## src/logic/uart_ctl_pkg.sv

```systemverilog
// Constants for the serial port interrupt, line format and modem control block.
// Assumes a 32-bit Avalon-MM register bus with word-aligned registers.
package uart_ctl_pkg;
	// Register indices; byte address is four times the index
	localparam logic [2:0] IDX_DATA  = 3'h0;
	localparam logic [2:0] IDX_IER   = 3'h1;
	localparam logic [2:0] IDX_IDENT = 3'h2;
	localparam logic [2:0] IDX_LFC   = 3'h3;
	localparam logic [2:0] IDX_MLC   = 3'h4;
	localparam logic [2:0] IDX_LSR   = 3'h5;
	localparam logic [2:0] IDX_MSR   = 3'h6;
	localparam int         ADDR_W    = 5;

	// Line format fields
	localparam int LF_LEN_LO = 0;
	localparam int LF_STOP   = 2;
	localparam int LF_PEN    = 3;
	localparam int LF_EVEN   = 4;
	localparam int LF_STICK  = 5;
	localparam int LF_BREAK  = 6;
	localparam int LF_DIVISOR_LATCH_SELECT   = 7;

	// Modem control fields
	localparam int MC_DTR  = 0;
	localparam int MC_RTS  = 1;
	localparam int MC_GATE = 3;

	// Interrupt enable fields
	localparam int IE_RDA = 0;
	localparam int IE_THR = 1;
	localparam int IE_LSI = 2;
	localparam int IE_MSI = 3;

	// Identification codes, bits 3..0
	localparam logic [3:0] ID_NONE = 4'h1;
	localparam logic [3:0] ID_LSI  = 4'h6;
	localparam logic [3:0] ID_RDA  = 4'h4;
	localparam logic [3:0] ID_CTO  = 4'hC;
	localparam logic [3:0] ID_THR  = 4'h2;
	localparam logic [3:0] ID_MSI  = 4'h0;

	// Reset values
	localparam logic [7:0]  RST_LFC = 8'h00;
	localparam logic [7:0]  RST_MLC = 8'h00;
	localparam logic [3:0]  RST_IER = 4'h0;
	localparam logic [15:0] RST_DIV = 16'h0000;

	// Character times without traffic before a timeout
	localparam logic [2:0] CTO_CHARS = 3'h4;

	typedef enum logic [1:0] {
		BUS_IDLE = 2'b01,
		BUS_ACK  = 2'b10
	} bus_st_e;
endpackage

```

## src/logic/uart_ident_format_ctl.sv

```systemverilog
// Interrupt identification, line format and modem control of one serial port.
// Assumes receive/transmit paths and status registers live in sibling logic.
//
// How it works
// RL1: Ident bit 0 reads low while an enabled interrupt pends, high otherwise.
// RL2: Ident bits 3..0 give highest pending source: 6, 4, C, 2, 0, none 1.
// RL3: Bit 3 zero without FIFOs; with FIFOs set alongside bit 2 on timeout.
// RL4: Ident bits 4 and 5 always read zero.
// RL5: Ident bits 7 and 6 read one while FIFO enable is set.
// RL6: Line status interrupt set by receive errors, cleared by line status read.
// RL7: Data available cleared by buffer read or level dropping below trigger.
// RL8: Timeout after four idle character times with data queued; buffer read clears.
// RL9: Transmit empty cleared by ident read naming it, or holding register write.
// RL10: Modem status interrupt set by modem input change, cleared by status read.
// RL11: Format bits 1..0 choose five to eight data bits.
// RL12: Bit 2 gives two stop bits, or one and a half for five bits.
// RL13: Receiver checks only the first stop bit.
// RL14: Bit 3 enables parity generation and checking after the data bits.
// RL15: Bit 4 clear means odd parity, set means even.
// RL16: Stick bit forces parity to inverse of bit 4.
// RL17: Bit 6 holds transmit output low until cleared.
// RL18: Bit 7 maps shared offsets onto the divisor latches.
// RL19: Terminal ready pin low when control bit 0 is set.
// RL20: Send request pin low when control bit 1 is set.
// RL21: Control bit 2 is plain storage with no pin.
// RL22: Control bit 3 clear floats the interrupt output; set enables it.
// RL23: Ident value is frozen for the whole host read.
`timescale 1ns/1ps
module uart_ident_format_ctl (
	// Clock and reset
	input  wire logic                          core_clk_in,
	input  wire logic                          srst_in,
	// Avalon-MM slave
	input  wire logic [uart_ctl_pkg::ADDR_W-1:0] avs_address_in,
	input  wire logic                          avs_read_in,
	input  wire logic                          avs_write_in,
	input  wire logic [31:0]                   avs_writedata_in,
	input  wire logic [3:0]                    avs_byteenable_in,
	output logic [31:0]                        avs_readdata_out,
	output logic                               avs_waitrequest_out,
	// From the rest of the port
	input  wire logic                          fifo_en_in,
	input  wire logic                          rx_err_event_in,
	input  wire logic                          rx_data_avail_in,
	input  wire logic                          rx_queue_nonempty_in,
	input  wire logic                          rx_push_in,
	input  wire logic                          char_tick_in,
	input  wire logic                          thr_empty_event_in,
	input  wire logic [7:0]                    tx_char_in,
	input  wire logic [7:0]                    rx_char_in,
	input  wire logic                          rx_parity_in,
	// Modem inputs, active low
	input  wire logic                          cts_n_in,
	input  wire logic                          dsr_n_in,
	input  wire logic                          ri_n_in,
	input  wire logic                          dcd_n_in,
	// Format to the serial paths
	output logic [3:0]                         data_bits_out,
	output logic                               stop_two_out,
	output logic                               stop_half_out,
	output logic                               parity_en_out,
	output logic                               tx_parity_bit_out,
	output logic                               rx_parity_err_out,
	output logic                               break_force_out,
	output logic [15:0]                        divisor_out,
	// Pins
	output logic                               terminal_ready_n_pin_out,
	output logic                               send_request_n_pin_out,
	output logic                               irq_out,
	output logic                               irq_oe_n_out
);
	import uart_ctl_pkg::*;

	// Parity bit for a character under the current format
	function automatic logic par_bit(input logic [7:0] ch, input logic [7:0] lf);
		logic [7:0] m;
		m = 8'hFF >> (2'd3 - lf[1:0]);
		if (lf[LF_STICK]) begin
			par_bit = ~lf[LF_EVEN]; // [RL16]
		end else begin
			par_bit = ^(ch & m) ^ ~lf[LF_EVEN]; // [RL15]
		end
	endfunction

	// Highest priority enabled source
	function automatic logic [3:0] ident(input logic lsi, input logic rda,
			input logic cto, input logic thr, input logic msi, input logic [3:0] ie);
		if (lsi && ie[IE_LSI]) ident = ID_LSI; // [RL2]
		else if (rda && ie[IE_RDA]) ident = ID_RDA;
		else if (cto && ie[IE_RDA]) ident = ID_CTO; // [RL3]
		else if (thr && ie[IE_THR]) ident = ID_THR;
		else if (msi && ie[IE_MSI]) ident = ID_MSI;
		else ident = ID_NONE; // [RL1]
	endfunction

	// Data bits per character, five to eight
	function automatic logic [3:0] char_len(input logic [7:0] lf);
		char_len = {2'b00, lf[LF_LEN_LO +: 2]} + 4'h5; // [RL11]
	endfunction

	// Format flags: two stops, one and a half stops, parity on, break
	function automatic logic [3:0] fmt_flags(input logic [7:0] lf);
		fmt_flags = {lf[LF_STOP] && lf[1:0] != 2'b00, lf[LF_STOP] && lf[1:0] == 2'b00,
			lf[LF_PEN], lf[LF_BREAK]}; // [RL12] [RL14] [RL17]
	endfunction

	// Active-low pin levels: terminal ready, send request, irq enable
	function automatic logic [2:0] pin_lvls(input logic [7:0] mc);
		pin_lvls = ~{mc[MC_DTR], mc[MC_RTS], mc[MC_GATE]}; // [RL19] [RL20] [RL22]
	endfunction

	bus_st_e     st_r, st_nxt;
	logic        wait_r, wait_nxt;
	logic [31:0] rdata_r, rdata_nxt;
	logic [3:0]  frz_id_r, frz_id_nxt;
	logic [7:0]  lfc_r, lfc_nxt;
	logic [7:0]  mlc_r, mlc_nxt;
	logic [3:0]  ier_r, ier_nxt;
	logic [15:0] div_r, div_nxt;
	logic        lsi_r, lsi_nxt;
	logic        cto_r, cto_nxt;
	logic        thr_r, thr_nxt;
	logic        msi_r, msi_nxt;
	logic [2:0]  idle_r, idle_nxt;
	logic [3:0]  modem_r, modem_nxt;
	logic        irq_r, irq_nxt;
	logic        txp_r, txp_nxt;
	logic        rxe_r, rxe_nxt;
	logic [3:0]  len_r, len_nxt;
	logic [3:0]  fmt_r, fmt_nxt;
	logic [2:0]  pin_r, pin_nxt;

	logic [2:0]  idx;
	logic        done;
	logic        rd_done;
	logic        wr_done;
	logic        divisor_latch_select;
	logic        rbr_rd;
	logic [3:0]  cur_id;
	logic [7:0]  ident_val;
	logic        pend_any;

	always_comb begin
		idx     = avs_address_in[ADDR_W-1:2];
		done    = (st_r == BUS_ACK);
		rd_done = done && avs_read_in;
		wr_done = done && avs_write_in && avs_byteenable_in[0];
		divisor_latch_select    = lfc_r[LF_DIVISOR_LATCH_SELECT];
		rbr_rd  = rd_done && idx == IDX_DATA && !divisor_latch_select;
		// Timeout only counts in FIFO mode, so bit 3 stays zero without FIFOs
		cur_id  = ident(lsi_r, rx_data_avail_in, cto_r && fifo_en_in, thr_r, msi_r,
			ier_r); // [RL3]
		ident_val = {fifo_en_in, fifo_en_in, 2'b00, cur_id}; // [RL4] [RL5]
		// Any enabled source, independent of the priority order
		pend_any = (lsi_r && ier_r[IE_LSI]) || (rx_data_avail_in && ier_r[IE_RDA]) ||
			(cto_r && fifo_en_in && ier_r[IE_RDA]) || (thr_r && ier_r[IE_THR]) ||
			(msi_r && ier_r[IE_MSI]); // [RL1]

		st_nxt    = st_r;
		wait_nxt  = 1'b1;
		rdata_nxt = rdata_r;
		frz_id_nxt = frz_id_r;
		lfc_nxt   = lfc_r;
		mlc_nxt   = mlc_r;
		ier_nxt   = ier_r;
		div_nxt   = div_r;

		// Bus: one wait cycle, answer at the second edge
		unique case (st_r)
			BUS_IDLE: begin
				if (avs_read_in || avs_write_in) begin
					st_nxt   = BUS_ACK;
					wait_nxt = 1'b0;
					frz_id_nxt = cur_id; // [RL23]
					rdata_nxt = 32'h0000_0000;
					if (avs_read_in) begin
						unique case (idx)
							IDX_DATA:  rdata_nxt[7:0] = divisor_latch_select ? div_r[7:0] : 8'h00;
							IDX_IER:   rdata_nxt[7:0] = divisor_latch_select ? div_r[15:8] : {4'h0, ier_r};
							IDX_IDENT: rdata_nxt[7:0] = ident_val; // [RL23]
							IDX_LFC:   rdata_nxt[7:0] = lfc_r;
							IDX_MLC:   rdata_nxt[7:0] = mlc_r; // [RL21]
							default:   rdata_nxt[7:0] = 8'h00;
						endcase
					end
				end
			end
			BUS_ACK: begin
				st_nxt = BUS_IDLE;
			end
		endcase

		if (wr_done) begin
			unique case (idx)
				IDX_DATA: if (divisor_latch_select) div_nxt[7:0] = avs_writedata_in[7:0]; // [RL18]
				IDX_IER: begin
					if (divisor_latch_select) div_nxt[15:8] = avs_writedata_in[7:0]; // [RL18]
					else ier_nxt = avs_writedata_in[3:0];
				end
				IDX_LFC: lfc_nxt = avs_writedata_in[7:0];
				IDX_MLC: mlc_nxt = {3'b000, avs_writedata_in[4:0]};
				default: ;
			endcase
		end

		// Outputs taken from the next state, so pins move with the write
		len_nxt = char_len(lfc_nxt); // [RL11]
		fmt_nxt = fmt_flags(lfc_nxt); // [RL12]
		pin_nxt = pin_lvls(mlc_nxt); // [RL19]

		// Sticky sources; a set in the clearing cycle wins
		lsi_nxt = rx_err_event_in ||
			(lsi_r && !(rd_done && idx == IDX_LSR)); // [RL6]
		thr_nxt = thr_empty_event_in || (thr_r &&
			!(wr_done && idx == IDX_DATA && !divisor_latch_select) &&
			!(rd_done && idx == IDX_IDENT && frz_id_r == ID_THR)); // [RL9]
		modem_nxt = {cts_n_in, dsr_n_in, ri_n_in, dcd_n_in};
		msi_nxt = (modem_nxt != modem_r) ||
			(msi_r && !(rd_done && idx == IDX_MSR)); // [RL10]

		// Idle character-time counter; traffic or empty queue restarts it
		idle_nxt = idle_r;
		if (!fifo_en_in || !rx_queue_nonempty_in || rx_push_in || rbr_rd) begin
			idle_nxt = 3'h0; // [RL8]
		end else if (char_tick_in && idle_r != CTO_CHARS) begin
			idle_nxt = idle_r + 3'h1;
		end
		cto_nxt = (idle_nxt == CTO_CHARS) && !rbr_rd; // [RL8]

		// Received data available is the level from the queue compare
		irq_nxt = (ident(lsi_nxt, rx_data_avail_in, cto_nxt, thr_nxt, msi_nxt,
			ier_nxt) != ID_NONE); // [RL7] [RL1]
		txp_nxt = par_bit(tx_char_in, lfc_r); // [RL14]
		rxe_nxt = lfc_r[LF_PEN] && (rx_parity_in != par_bit(rx_char_in, lfc_r)); // [RL14]
	end

	always_ff @(posedge core_clk_in) begin
		if (srst_in) begin
			st_r     <= BUS_IDLE;
			wait_r   <= 1'b1;
			rdata_r  <= 32'h0000_0000;
			frz_id_r <= ID_NONE;
			lfc_r    <= RST_LFC;
			mlc_r    <= RST_MLC;
			ier_r    <= RST_IER;
			div_r    <= RST_DIV;
			lsi_r    <= 1'b0;
			cto_r    <= 1'b0;
			thr_r    <= 1'b0;
			msi_r    <= 1'b0;
			idle_r   <= 3'h0;
			modem_r  <= 4'hF;
			irq_r    <= 1'b0;
			txp_r    <= 1'b0;
			rxe_r    <= 1'b0;
			len_r    <= char_len(RST_LFC);
			fmt_r    <= fmt_flags(RST_LFC);
			pin_r    <= pin_lvls(RST_MLC);
		end else begin
			st_r     <= st_nxt;
			wait_r   <= wait_nxt;
			rdata_r  <= rdata_nxt;
			frz_id_r <= frz_id_nxt;
			lfc_r    <= lfc_nxt;
			mlc_r    <= mlc_nxt;
			ier_r    <= ier_nxt;
			div_r    <= div_nxt;
			lsi_r    <= lsi_nxt;
			cto_r    <= cto_nxt;
			thr_r    <= thr_nxt;
			msi_r    <= msi_nxt;
			idle_r   <= idle_nxt;
			modem_r  <= modem_nxt;
			irq_r    <= irq_nxt;
			txp_r    <= txp_nxt;
			rxe_r    <= rxe_nxt;
			len_r    <= len_nxt;
			fmt_r    <= fmt_nxt;
			pin_r    <= pin_nxt;
		end
	end

	// Every output leaves from its own flop; no decode glitches on pins
	always_comb begin
		avs_readdata_out    = rdata_r;
		avs_waitrequest_out = wait_r;
		data_bits_out  = len_r; // [RL11]
		stop_two_out   = fmt_r[3]; // [RL12]
		stop_half_out  = fmt_r[2]; // [RL12]
		// Stop bit count only shapes transmit; receive checks the first alone
		parity_en_out  = fmt_r[1]; // [RL13] [RL14]
		tx_parity_bit_out = txp_r;
		rx_parity_err_out = rxe_r;
		break_force_out = fmt_r[0]; // [RL17]
		divisor_out    = div_r;
		terminal_ready_n_pin_out = pin_r[2]; // [RL19]
		send_request_n_pin_out   = pin_r[1]; // [RL20]
		irq_out        = irq_r;
		irq_oe_n_out   = pin_r[0]; // [RL22]
	end
endmodule

```

## config.mk

```make
export PLATFORM = sky130hd
export DESIGN_NAME = uart_ident_format_ctl
export DESIGN_NICKNAME = d
export VERILOG_FILES = /design/src/logic/uart_ctl_pkg.sv /design/src/logic/uart_ident_format_ctl.sv
export SDC_FILE = /design/constraint.sdc
export NUM_CORES = 1
export LEC_CHECK = 0
export ABC_CLOCK_PERIOD_IN_PS = 1750
export BUFFER_PORTS_ARGS = -buffer_cell sky130_fd_sc_hd__clkbuf_2
export CAP_MARGIN = 30
export CORE_AREA = 5 5 106 108
export CTS_CLUSTER_SIZE = 14
export DETAILED_ROUTE_END_ITERATION = 12
export DIE_AREA = 0 0 111 113
export GPL_ROUTABILITY_DRIVEN = 0
export GPL_TIMING_DRIVEN = 0
export HOLD_SLACK_MARGIN = 0.12
export PLACE_DENSITY = 0.7
export REMOVE_ABC_BUFFERS = 1
export SLEW_MARGIN = 40
export SYNTH_ARGS = -nofsm -noshare
export SYNTH_HDL_FRONTEND = slang
export SYNTH_SLANG_ARGS = --single-unit
```

## constraint.sdc

```tcl
create_clock -name core_clk_in -period 1.75 [get_ports core_clk_in]
set_clock_uncertainty 0.05 [all_clocks]
set_input_delay 0.2625 -clock core_clk_in [delete_from_list [all_inputs] [get_ports core_clk_in]]
set_output_delay 0.2625 -clock core_clk_in [all_outputs]
set_load 0.005 [all_outputs]
```

==> results of run 1 <==
-- cells in the final DEF, fill, tap and decap left out, types with 4 or more instances in the layout --
cell type	synthesis	final
sky130_fd_sc_hd__a211o_1	4	4
sky130_fd_sc_hd__mux2_2	4	4
sky130_fd_sc_hd__o211ai_1	4	4
sky130_fd_sc_hd__a31o_1	4	4
sky130_fd_sc_hd__nor3_1	5	4
sky130_fd_sc_hd__dlygate4sd3_1	0	8
sky130_fd_sc_hd__a21o_1	4	4
sky130_fd_sc_hd__clkbuf_2	0	81
sky130_fd_sc_hd__clkbuf_8	0	9
sky130_fd_sc_hd__nand3_1	14	13
sky130_fd_sc_hd__dfxtp_1	71	66
sky130_fd_sc_hd__or2_2	5	5
sky130_fd_sc_hd__and2_1	6	4
sky130_fd_sc_hd__a21oi_1	30	30
sky130_fd_sc_hd__nor2b_1	8	7
sky130_fd_sc_hd__a22oi_1	9	9
sky130_fd_sc_hd__nand2_1	32	32
sky130_fd_sc_hd__inv_1	14	12
sky130_fd_sc_hd__nor2_1	39	39
sky130_fd_sc_hd__xnor2_1	9	9
sky130_fd_sc_hd__conb_1	1	24
sky130_fd_sc_hd__mux2i_1	24	20
sky130_fd_sc_hd__buf_4	25	13
-- cell families (layout without fill, tap and decap cells) --
kind of cell / count (synthesis) / in the layout / synth area share, %
simple gates: 134 / 134 / 20.7
mux: 28 / 28 / 8.28
compound gates: 73 / 73 / 14.3
other cells: 1 / 24 / 0.109
fa+ha+maj: 4 / 4 / 1.45
xor+xnor: 14 / 14 / 4.90
flops: 71 / 71 / 41.3
buf+inv: 56 / 134 / 9.04
-- area by class of cell --
type                    count  area, sq um  share of cell area [%]
clock buffers               9          124                    2.80
clock inverters             6          110                    2.48
multi-input cells         277         1930                    43.5
repair buffers            105          617                    13.9
inverters                  14         52.6                    1.19
well taps                 136          170                    3.84
flip-flops and latches     71         1430                    32.3
-- critical path: stages, from the launching register on --
cell                      delay [ns]
sky130_fd_sc_hd__dfxtp_2        0.33
sky130_fd_sc_hd__and4b_4        0.36
sky130_fd_sc_hd__and2_4         0.23
sky130_fd_sc_hd__mux2i_4        0.25
sky130_fd_sc_hd__inv_1          0.07
sky130_fd_sc_hd__ha_2           0.28
sky130_fd_sc_hd__nor2b_1        0.13
-- where the power goes --
group	total, mW	switching, mW	internal (mW)
combinational	0.351	0.190	0.161
sequential	1.65	0.0148	1.64
clock	1.56	0.620	0.935
-- synthesized netlist by cell type, types with 2 or more instances --
master	n	area, sq um
sky130_fd_sc_hd__nand2b_1	3	18.8
sky130_fd_sc_hd__inv_1	14	52.6
sky130_fd_sc_hd__mux2_2	4	45.0
sky130_fd_sc_hd__nor2_1	39	146
sky130_fd_sc_hd__a222oi_1	3	30.0
sky130_fd_sc_hd__o21ai_0	4	20.0
sky130_fd_sc_hd__mux2i_1	24	240
sky130_fd_sc_hd__a21o_1	4	30.0
sky130_fd_sc_hd__nor3b_1	2	15.0
sky130_fd_sc_hd__a22oi_1	9	67.6
sky130_fd_sc_hd__a31o_1	4	35.0
sky130_fd_sc_hd__a211o_1	4	35.0
sky130_fd_sc_hd__a21oi_1	30	150
sky130_fd_sc_hd__nand4b_1	2	17.5
sky130_fd_sc_hd__nor3_1	5	25.0
sky130_fd_sc_hd__buf_2	6	30.0
sky130_fd_sc_hd__nor3b_2	2	25.0
sky130_fd_sc_hd__o211a_1	2	20.0
sky130_fd_sc_hd__nand3b_1	2	15.0
sky130_fd_sc_hd__nand3_1	14	70.1
sky130_fd_sc_hd__clkbuf_1	10	37.5
sky130_fd_sc_hd__xor2_1	2	17.5
sky130_fd_sc_hd__o211ai_1	4	30.0
sky130_fd_sc_hd__and2_1	6	37.5
sky130_fd_sc_hd__and3b_1	2	17.5
sky130_fd_sc_hd__xnor2_1	9	78.8
sky130_fd_sc_hd__ha_1	4	50.1
sky130_fd_sc_hd__xnor3_1	2	45.0
sky130_fd_sc_hd__buf_4	25	188
sky130_fd_sc_hd__dfxtp_1	71	1420
sky130_fd_sc_hd__nor2b_1	8	50.1
sky130_fd_sc_hd__nand2_1	32	120
sky130_fd_sc_hd__or2_2	5	31.3
-- per-layer routing --
metal | GRT usage (%) | wire length [um] | up-vias | share of wire (%)
met1 | 17.1 | 3980 | 1453 | 41
met5 | 0 | 0 | - | 0
met3 | 5.45 | 658 | 15 | 6.9
met4 | 4.02 | 174 | 0 | 1.8
li1 | - | - | 1464 | -
met2 | 26.3 | 4770 | 111 | 50
-- final timing paths --
kind | startpoint | endpoint | slack, ns | cells past startpoint
setup / recovery | st_r[0] | data_bits_out[1] | -0.08 | 6
hold reg to reg | mlc_r[4] | mlc_r[4] | 0.41 | 2
hold / removal | avs_writedata_in[5] | lfc_r[5] | 0.13 | 3
setup reg to reg | st_r[0] | data_bits_out[1] | -0.08 | 6
-- flip-flops by register name, summed over array words and instances (netlist names), 4 cells and up --
name              count
divisor_out          16
avs_readdata_out      8
lfc_r                 7
mlc_r                 5
data_bits_out         4
frz_id_r              4
ier_r                 4
modem_r               4
-- stage by stage --
step           instances  instance area [sq um]  utilization (%)  power [mW]  setup TNS (ns)
2_1_floorplan        362                   3270                -        1.85           -1.34
3_3_place_gp         580                   3850             38.0        1.99          -13.96
3_5_place_dp         580                   3860             38.1        2.00          -14.40
4_1_cts              610                   4280             42.3        3.58         -0.0997
5_1_grt              618                   4430             43.7        3.71          -0.389
6_report             618                   4430             43.7        3.56          -0.106
-- repair_timing --
item                                    4_1_cts  5_1_grt
resized for setup                            18       23
endpoints found under the setup margin       50       13
endpoints found under the hold margin         8        0
buffers inserted                              7        8
hold buffers                                  8        0
pin swaps                                     2        4
==> flow_summary_export.csv, run 1 <==
group,metric,value,unit
run_status,outcome,"finished, violations left",
run_status,failing_checks,"negative setup slack",
floorplanning,placementRows,37,
cts,cts_tree,"built",
placed_design,dpl.hpwl,6780,um
synth,synth_ff_type,"sky130_fd_sc_hd__dfxtp_1",
cts,cts-root-buf,"sky130_fd_sc_hd__clkbuf_8",
floorplanning,floorplan.die_area,0.0125,sq mm
timing,fmax,0.548,GHz
timing,max-slew-margin-rel,48.1,%
cts,cts_max_level,3,
drt,drt_first_pass_iters,4,
final_layout,layout-drive-gt1-share,32.6,%
grt,grt_max_degree,64,
drt,post_drt_wl_per_cell,15.5,um
drt,drc,0,
timing,rsz0062_at_grt,"true",
worst_setup_path,critPathLaunchType,"flop",
hold_path,worst_hold_path_type,"in2reg",
pwr,pwr_density_cell,803,mW/mm^2
worst_setup_path,crit_path_end_kind,"flop",
floorplanning,core,0.0101,sq mm
synth,postSynthCellCount,381,
timing,final_max_slew_viol_count,0,
synth,synth_warnings,0,
synth,area_of_the_mapped_netlist,0.00344,sq mm
worst_setup_path,timing_worst_setup_path_type,"reg2reg",
floorplanning,die_width,111,um
run,maxCapViolCount,0,
worst_setup_path,timing.critical_path.required,1.91,ns
floorplanning,floorplan.io_pins,136,
worst_setup_path,critPathArrivalTime,1.99,ns
cts,ctsLongestPathBuffers,2,
final_layout,final_net_count,555,
grt,first_global_vias,2997,
cts,cts.clk_slew.worst_paths,0.07,ns
grt,antenna_found_initial,0,
synth,synth_cell_type_count,57,
drt,vias_per_cell,4.92,
cts,clkSinkCount,71,
placed_design,place.port_buffers,82,
grt,global_route_wire_length_before_repair,15000,um
final_layout,syn_to_final_growth,28.7,%
grt,grt_util_all_layers,14.9,%
placed_design,dp_slack,-0.917,ns
timing,timing.final.setup_violations,2,
synth,synth_seq_area_share,41.3,%
synth,synth_seq_cells,71,
timing,period_needed,1.83,ns
timing,worst_hold_slack,0.133,ns
timing,hold_viol,0,
cts,cts_made_buffers,9,
grt,globalRouteOverflowTotal,0,
synth,syn_area_per_cell,9.04,sq um
floorplanning,start_util,34.0,%
final_layout,num_antenna_cells,0,
timing,worst_slack,-0.0765,ns
pwr,power_leakage,1.86,nW
timing,timing_worst_slew_pin_value,0.778,ns
drt,route.antenna.remaining_nets,0,
floorplanning,die-height,113,um
worst_setup_path,cp_max_fo,4,
drt,drtIter0Drc,272,
synth,ys_async_sr_fraction,0,%
drt,vias,3043,
timing,timing.final.crit_share,104,%
synth,synth_edf_count,0,
cts,insertion_delay,0.35,ns
pwr,max-vdd-ir-drop,0.403,mV
final_layout,fillCellCount,989,
drt,routed_wire_length,9590,um
Power figures use the tool's default switching activity.
==> run 2, diff against run 1 <==
- CORE_AREA: 5 5 106 108 -> 5 5 95 97
- DIE_AREA: 0 0 111 113 -> 0 0 100 102
- PLACE_DENSITY: 0.7 -> 0.83
==> run 2 against run 1 <==
The run still ends with negative setup slack left. Die area is 19% lower. Critical path depth stayed put. Via count is 0.69% lower. Wire length is 5.1% lower. Critical endpoint is now irq_out. Largest power group unchanged.
==> flow_summary_export.csv, run 2 (same netlist as run 1, synthesis figures left out) <==
group,metric,value,unit
timing,timing_worst_slew_pin_value,0.729,ns
worst_setup_path,cp_max_fo,4,
timing,timing.final.crit_share,104,%
floorplanning,floorplan.die_area,0.0102,sq mm
worst_setup_path,critPathArrivalTime,2.01,ns
timing,rsz0062_at_grt,"true",
floorplanning,floorplan.io_pins,136,
worst_setup_path,regToRegEndpoint,"irq_out",
final_layout,multi_input_area,0.00192,sq mm
final_layout,layout-drive-gt1-share,32.4,%
drt,drtIter0Drc,270,
worst_setup_path,critPathLaunchType,"flop",
drt,routed_wire_length,9090,um
drt,route.antenna.remaining_nets,0,
drt,post_drt_wl_per_cell,15.5,um
worst_setup_path,critical-path-slowest-cell,"sky130_fd_sc_hd__and4b_4",
final_layout,syn_to_final_growth,26.1,%
timing,hold_viol,0,
hold_path,holdCritStartpoint,"avs_writedata_in[5]",
drt,vias,3022,
cts,cts_made_buffers,9,
grt,global_route_wire_length_before_repair,13800,um
floorplanning,core,0.00805,sq mm
grt,grt_max_degree,64,
grt,antenna_found_initial,0,
cts,cts.clk_slew.worst_paths,0.08,ns
drt,vias_per_cell,5.15,
cts,cts_tree,"built",
floorplanning,start_util,42.8,%
final_layout,num_antenna_cells,0,
timing,final.setup.tns,-0.0732,ns
run_status,failing_checks,"negative setup slack",
grt,grt_util_all_layers,17.2,%
grt,globalRouteOverflowTotal,0,
final_layout,stdcell_area,0.00434,sq mm
floorplanning,die-height,102,um
final_layout,final_common_cell,"sky130_fd_sc_hd__clkbuf_2",
final_layout,seq_area,0.00143,sq mm
cts,insertion_delay,0.36,ns
pwr,power_leakage,1.84,nW
run,maxCapViolCount,0,
timing,max-slew-margin-rel,51.4,%
placed_design,dpl.hpwl,6390,um
cts,cts_max_level,3,
cts,ctsLongestPathBuffers,2,
run_status,outcome,"finished, violations left",
grt,first_global_vias,2880,
pwr,pwr_density_cell,770,mW/mm^2
timing,final_max_slew_viol_count,0,
hold_path,holdPathEnd,"divisor_out[13]",
final_layout,final_net_count,554,
placed_design,placed_cells_incl_taps,549,
worst_setup_path,r2r_cells,6,
final_layout,fillCellCount,747,
drt,drt_first_pass_iters,5,
placed_design,place.port_buffers,82,
worst_setup_path,timing.critical_path.cells,"and4b_4 -> buf_4 -> nand3_4 -> mux2i_2 -> nor3b_1 -> a2111o_1",
timing,fmax,0.551,GHz
final_layout,fin_cells,587,
floorplanning,placementRows,33,
hold_path,min_path_cells,3,
worst_setup_path,critical_path.max_stage_delay,0.36,ns
worst_setup_path,worstReg2RegStart,"st_r[0]",
worst_setup_path,crit_path_end_kind,"flop",
hold_path,worst_hold_path_type,"in2reg",
final_layout,most-common-layout-cells,"sky130_fd_sc_hd__clkbuf_2 (81), sky130_fd_sc_hd__dfxtp_1 (67), sky130_fd_sc_hd__nor2_1 (39)",
drt,drc,0,
timing,worst_slack,-0.0641,ns
pwr,max-vdd-ir-drop,0.482,mV
placed_design,standard_cell_area_after_detailed_placement,0.00382,sq mm
final_layout,largest_reg_flops,16,
floorplanning,die_width,100,um
cts,clkSinkCount,71,
worst_setup_path,timing.critical_path.required,1.94,ns
timing,period_needed,1.81,ns
timing,timing.final.setup_violations,2,
worst_setup_path,r2r_slack,-0.06,ns
worst_setup_path,timing_worst_setup_path_type,"reg2reg",
cts,cts-root-buf,"sky130_fd_sc_hd__clkbuf_8",
[run 2: how the worst max path moves through the flow]
stage	cells past startpoint	to	startpoint
final	6	irq_out	st_r[0]
after global routing	6	irq_out	st_r[0]
after CTS	6	data_bits_out[1]	st_r[0]
after detailed placement	7	data_bits_out[1]	avs_write_in
after global placement	7	data_bits_out[1]	avs_write_in
after floorplan	6	data_bits_out[1]	st_r[0]
[run 2: worst max-delay path, delay by kind of cell, from the launching register on]
family / cells / cell delay, ns
simple gates: 3 / 0.57
compound gates: 1 / 0.36
flops: 1 / 0.33
mux: 1 / 0.26
buf+inv: 1 / 0.15
[run 2: timing repair]
item,4_1_cts,5_1_grt
pin swaps,1,5
cloned,0,0
hold buffers,8,0
buffers inserted,7,7
resized for setup,12,24
endpoints found under the hold margin,8,0
endpoints found under the setup margin,42,25
[run 2: cell type report]
class	instances	share of cell area (%)
multi-input combinational	277	44.3
sequential	71	32.9
timing repair buffer	104	13.8
clock buffer	10	3.17
tap	105	3.02
clock inverter	6	1.58
inverter	14	1.21
[run 2: metal layers]
layer	vias to the layer above	track usage (%)	wire length, um
met5	-	0	0
met4	0	5.70	161
met1	1421	20.4	3680
met3	14	5.32	736
met2	118	29.9	4520
li1	1469	-	-
[run 2: per-stage QoR]
stage	setup slack [ns]	utilization (%)	total power, mW	hold slack [ns]
floorplan	-0.368	-	1.85	0.282
global placement	-0.825	47.4	1.98	0.389
detailed placement	-0.829	47.4	1.99	0.401
CTS	-0.0680	52.1	3.35	0.121
global route	-0.133	54.0	3.48	0.138
finish	-0.0641	54.0	3.35	0.131
[run 2: power by group]
| group | switching (mW) | total [mW] | internal [mW] |
|---|---|---|---|
| clock network | 0.641 | 1.34 | 0.703 |
| logic | 0.187 | 0.348 | 0.160 |
| registers | 0.0147 | 1.65 | 1.64 |
==> run 3, diff against run 2 <==
- CORE_AREA: 5 5 95 97 -> 5 5 91 101
- DIE_AREA: 0 0 100 102 -> 0 0 96 106
- TNS_END_PERCENT: unset -> 20
==> run 3 against run 2 <==
The flow still finishes with violations (negative setup slack). Cell count up 0.34%. Sequential power hardly changed. Critical path depth did not move. Combinational power decreased by 2%. Global-route usage hardly changed. Count of clock-buffer cells in the layout unchanged. Wire length shrank 0.73%. Worst hold slack improved by 0.0080 ns. Power is 6.9% lower. Final area is 1.5% lower. Critical path type unchanged.
==> flow_summary_export.csv, run 3 (same netlist as run 1, synthesis figures left out) <==
group,metric,value,unit
timing,timing.final.crit_share,103,%
floorplanning,core,0.00815,sq mm
timing,timing_worst_slew_pin_value,0.687,ns
timing,timing.final.setup_violations,3,
hold_path,holdPathEnd,"divisor_out[12]",
pwr,power.share.combinational,10.9,%
floorplanning,floorplan.io_pins,136,
placed_design,dpl.hpwl,6480,um
run,maxCapViolCount,0,
final_layout,final_common_cell,"sky130_fd_sc_hd__clkbuf_2",
floorplanning,die-height,106,um
drt,route.antenna.remaining_nets,0,
floorplanning,die_width,96,um
worst_setup_path,critPathArrivalTime,1.98,ns
final_layout,syn_to_final_growth,24.2,%
pwr,power_leakage,1.79,nW
drt,drtIter0Drc,190,
timing,period_needed,1.81,ns
worst_setup_path,r2r_slack,-0.06,ns
timing,max-slew-margin-rel,54.2,%
worst_setup_path,timing_worst_setup_path_type,"reg2reg",
drt,vias,2970,
pwr,p_switching,817,uW
worst_setup_path,critPathLaunchType,"flop",
cts,ctsLongestPathBuffers,2,
grt,grt_max_degree,64,
timing,rsz0062_at_grt,"true",
timing,final_max_slew_viol_count,0,
worst_setup_path,crit_path_end_kind,"flop",
cts,cts_max_level,3,
run_status,failing_checks,"negative setup slack",
floorplanning,placementRows,35,
hold_path,holdCritStartpoint,"avs_writedata_in[4]",
hold_path,min_path_cells,3,
worst_setup_path,regToRegEndpoint,"irq_out",
final_layout,layout-drive-gt1-share,31.8,%
drt,drc,0,
pwr,cell_internal_pwr,2.30,mW
timing,worst_slack,-0.0580,ns
grt,antenna_found_initial,0,
floorplanning,start_util,42.3,%
grt,globalRouteOverflowTotal,0,
cts,cts_made_buffers,9,
cts,clkSinkCount,71,
drt,routed_wire_length,9030,um
timing,hold_viol,0,
drt,drt_first_pass_iters,5,
final_layout,final_net_count,550,
timing,fmax,0.553,GHz
cts,insertion_delay,0.35,ns
pwr,sw_frac_of_total,26.2,%
final_layout,largest_reg_flops,16,
pwr,pwr_density_cell,729,mW/mm^2
final_layout,fillCellCount,786,
floorplanning,floorplan.die_area,0.0102,sq mm
worst_setup_path,r2r_cells,6,
run_status,outcome,"finished, violations left",
placed_design,place.port_buffers,82,
grt,global_route_wire_length_before_repair,13600,um
drt,vias_per_cell,5.04,
timing,worst_hold_slack,0.139,ns
drt,post_drt_wl_per_cell,15.3,um
hold_path,worst_hold_path_type,"in2reg",
cts,cts-root-buf,"sky130_fd_sc_hd__clkbuf_8",
worst_setup_path,worstReg2RegStart,"st_r[0]",
worst_setup_path,timing.critical_path.required,1.93,ns
pwr,max-vdd-ir-drop,0.407,mV
placed_design,dp_slack,-0.852,ns
grt,first_global_vias,2884,
final_layout,most-common-layout-cells,"sky130_fd_sc_hd__clkbuf_2 (81), sky130_fd_sc_hd__dfxtp_1 (66), sky130_fd_sc_hd__nor2_1 (39)",
worst_setup_path,cp_max_fo,4,
final_layout,num_antenna_cells,0,
cts,cts_tree,"built",
grt,grt_util_all_layers,17.2,%
cts,cts.clk_slew.worst_paths,0.08,ns
pwr,share_of_total_power_in_the_clock_network,36.0,%
pwr,p_seq_share,53.1,%
run 3: worst max-delay path by stage:
stage,startpoint,end,slack [ns],cells after the start
2_1_floorplan,st_r[0],data_bits_out[1],-0.37,6
3_5_place_dp,avs_write_in,data_bits_out[1],-0.85,7
5_1_grt,st_r[0],irq_out,-0.11,6
4_1_cts,st_r[0],data_bits_out[1],-0.08,6
6_report,st_r[0],irq_out,-0.06,6
3_3_place_gp,avs_write_in,data_bits_out[1],-0.85,7
run 3: worst max-delay path, stage by stage (launching register included):
cell and delay [ns]:
sky130_fd_sc_hd__dfxtp_2 0.32, sky130_fd_sc_hd__and4b_4 0.35, sky130_fd_sc_hd__buf_4 0.13, sky130_fd_sc_hd__nand3_4 0.10, sky130_fd_sc_hd__mux2i_2 0.25, sky130_fd_sc_hd__nor3_1 0.08
sky130_fd_sc_hd__a2111o_1 0.41
run 3: final cells by class:
class	instances	area, sq um	share of cell area (%)
inverter	14	52.6	1.23
multi-input combinational	277	1920	44.9
timing repair buffer	100	569	13.3
clock buffer	10	128	2.98
clock inverter	6	37.5	0.877
tap	111	139	3.25
sequential	71	1430	33.5
run 3: metrics by stage:
| stage | std cells | TNS [ns] | cell area [sq um] | util [%] | power (mW) |
|---|---|---|---|---|---|
| finish | 589 | -0.0917 | 4280 | 52.5 | 3.12 |
| detailed placement | 555 | -12.83 | 3830 | 47.0 | 1.99 |
| global route | 589 | -0.298 | 4280 | 52.5 | 3.25 |
| global placement | 555 | -13.20 | 3820 | 46.9 | 1.98 |
| floorplan | 362 | -1.34 | 3270 | - | 1.85 |
| CTS | 583 | -0.142 | 4130 | 50.7 | 3.12 |
run 3: repair_timing:
action,in CTS,in global routing
cloned,0,0
endpoints found under the setup margin,45,21
hold buffers,7,0
buffers inserted,5,6
pin swaps,0,7
gates resized for setup,12,25
endpoints found under the hold margin,7,0
run 3: routing by layer:
| metal | part of all wire [%] | track usage, % | up-vias |
|---|---|---|---|
| met5 | 0 | 0 | - |
| met4 | 1.1 | 5.79 | 0 |
| met3 | 8.2 | 5.38 | 12 |
| met2 | 52 | 29.6 | 132 |
| met1 | 38 | 19.8 | 1369 |
| li1 | - | - | 1457 |
run 3: power by group through the flow:
stage / logic, mW / clock network, mW / registers (mW)
final: 0.341 / 1.12 / 1.65
after global routing: 0.372 / 1.22 / 1.66
after CTS: 0.321 / 1.14 / 1.66
after detailed placement: 0.301 / 0 / 1.69
after global placement: 0.290 / 0 / 1.69
after floorplan: 0.161 / 0 / 1.69
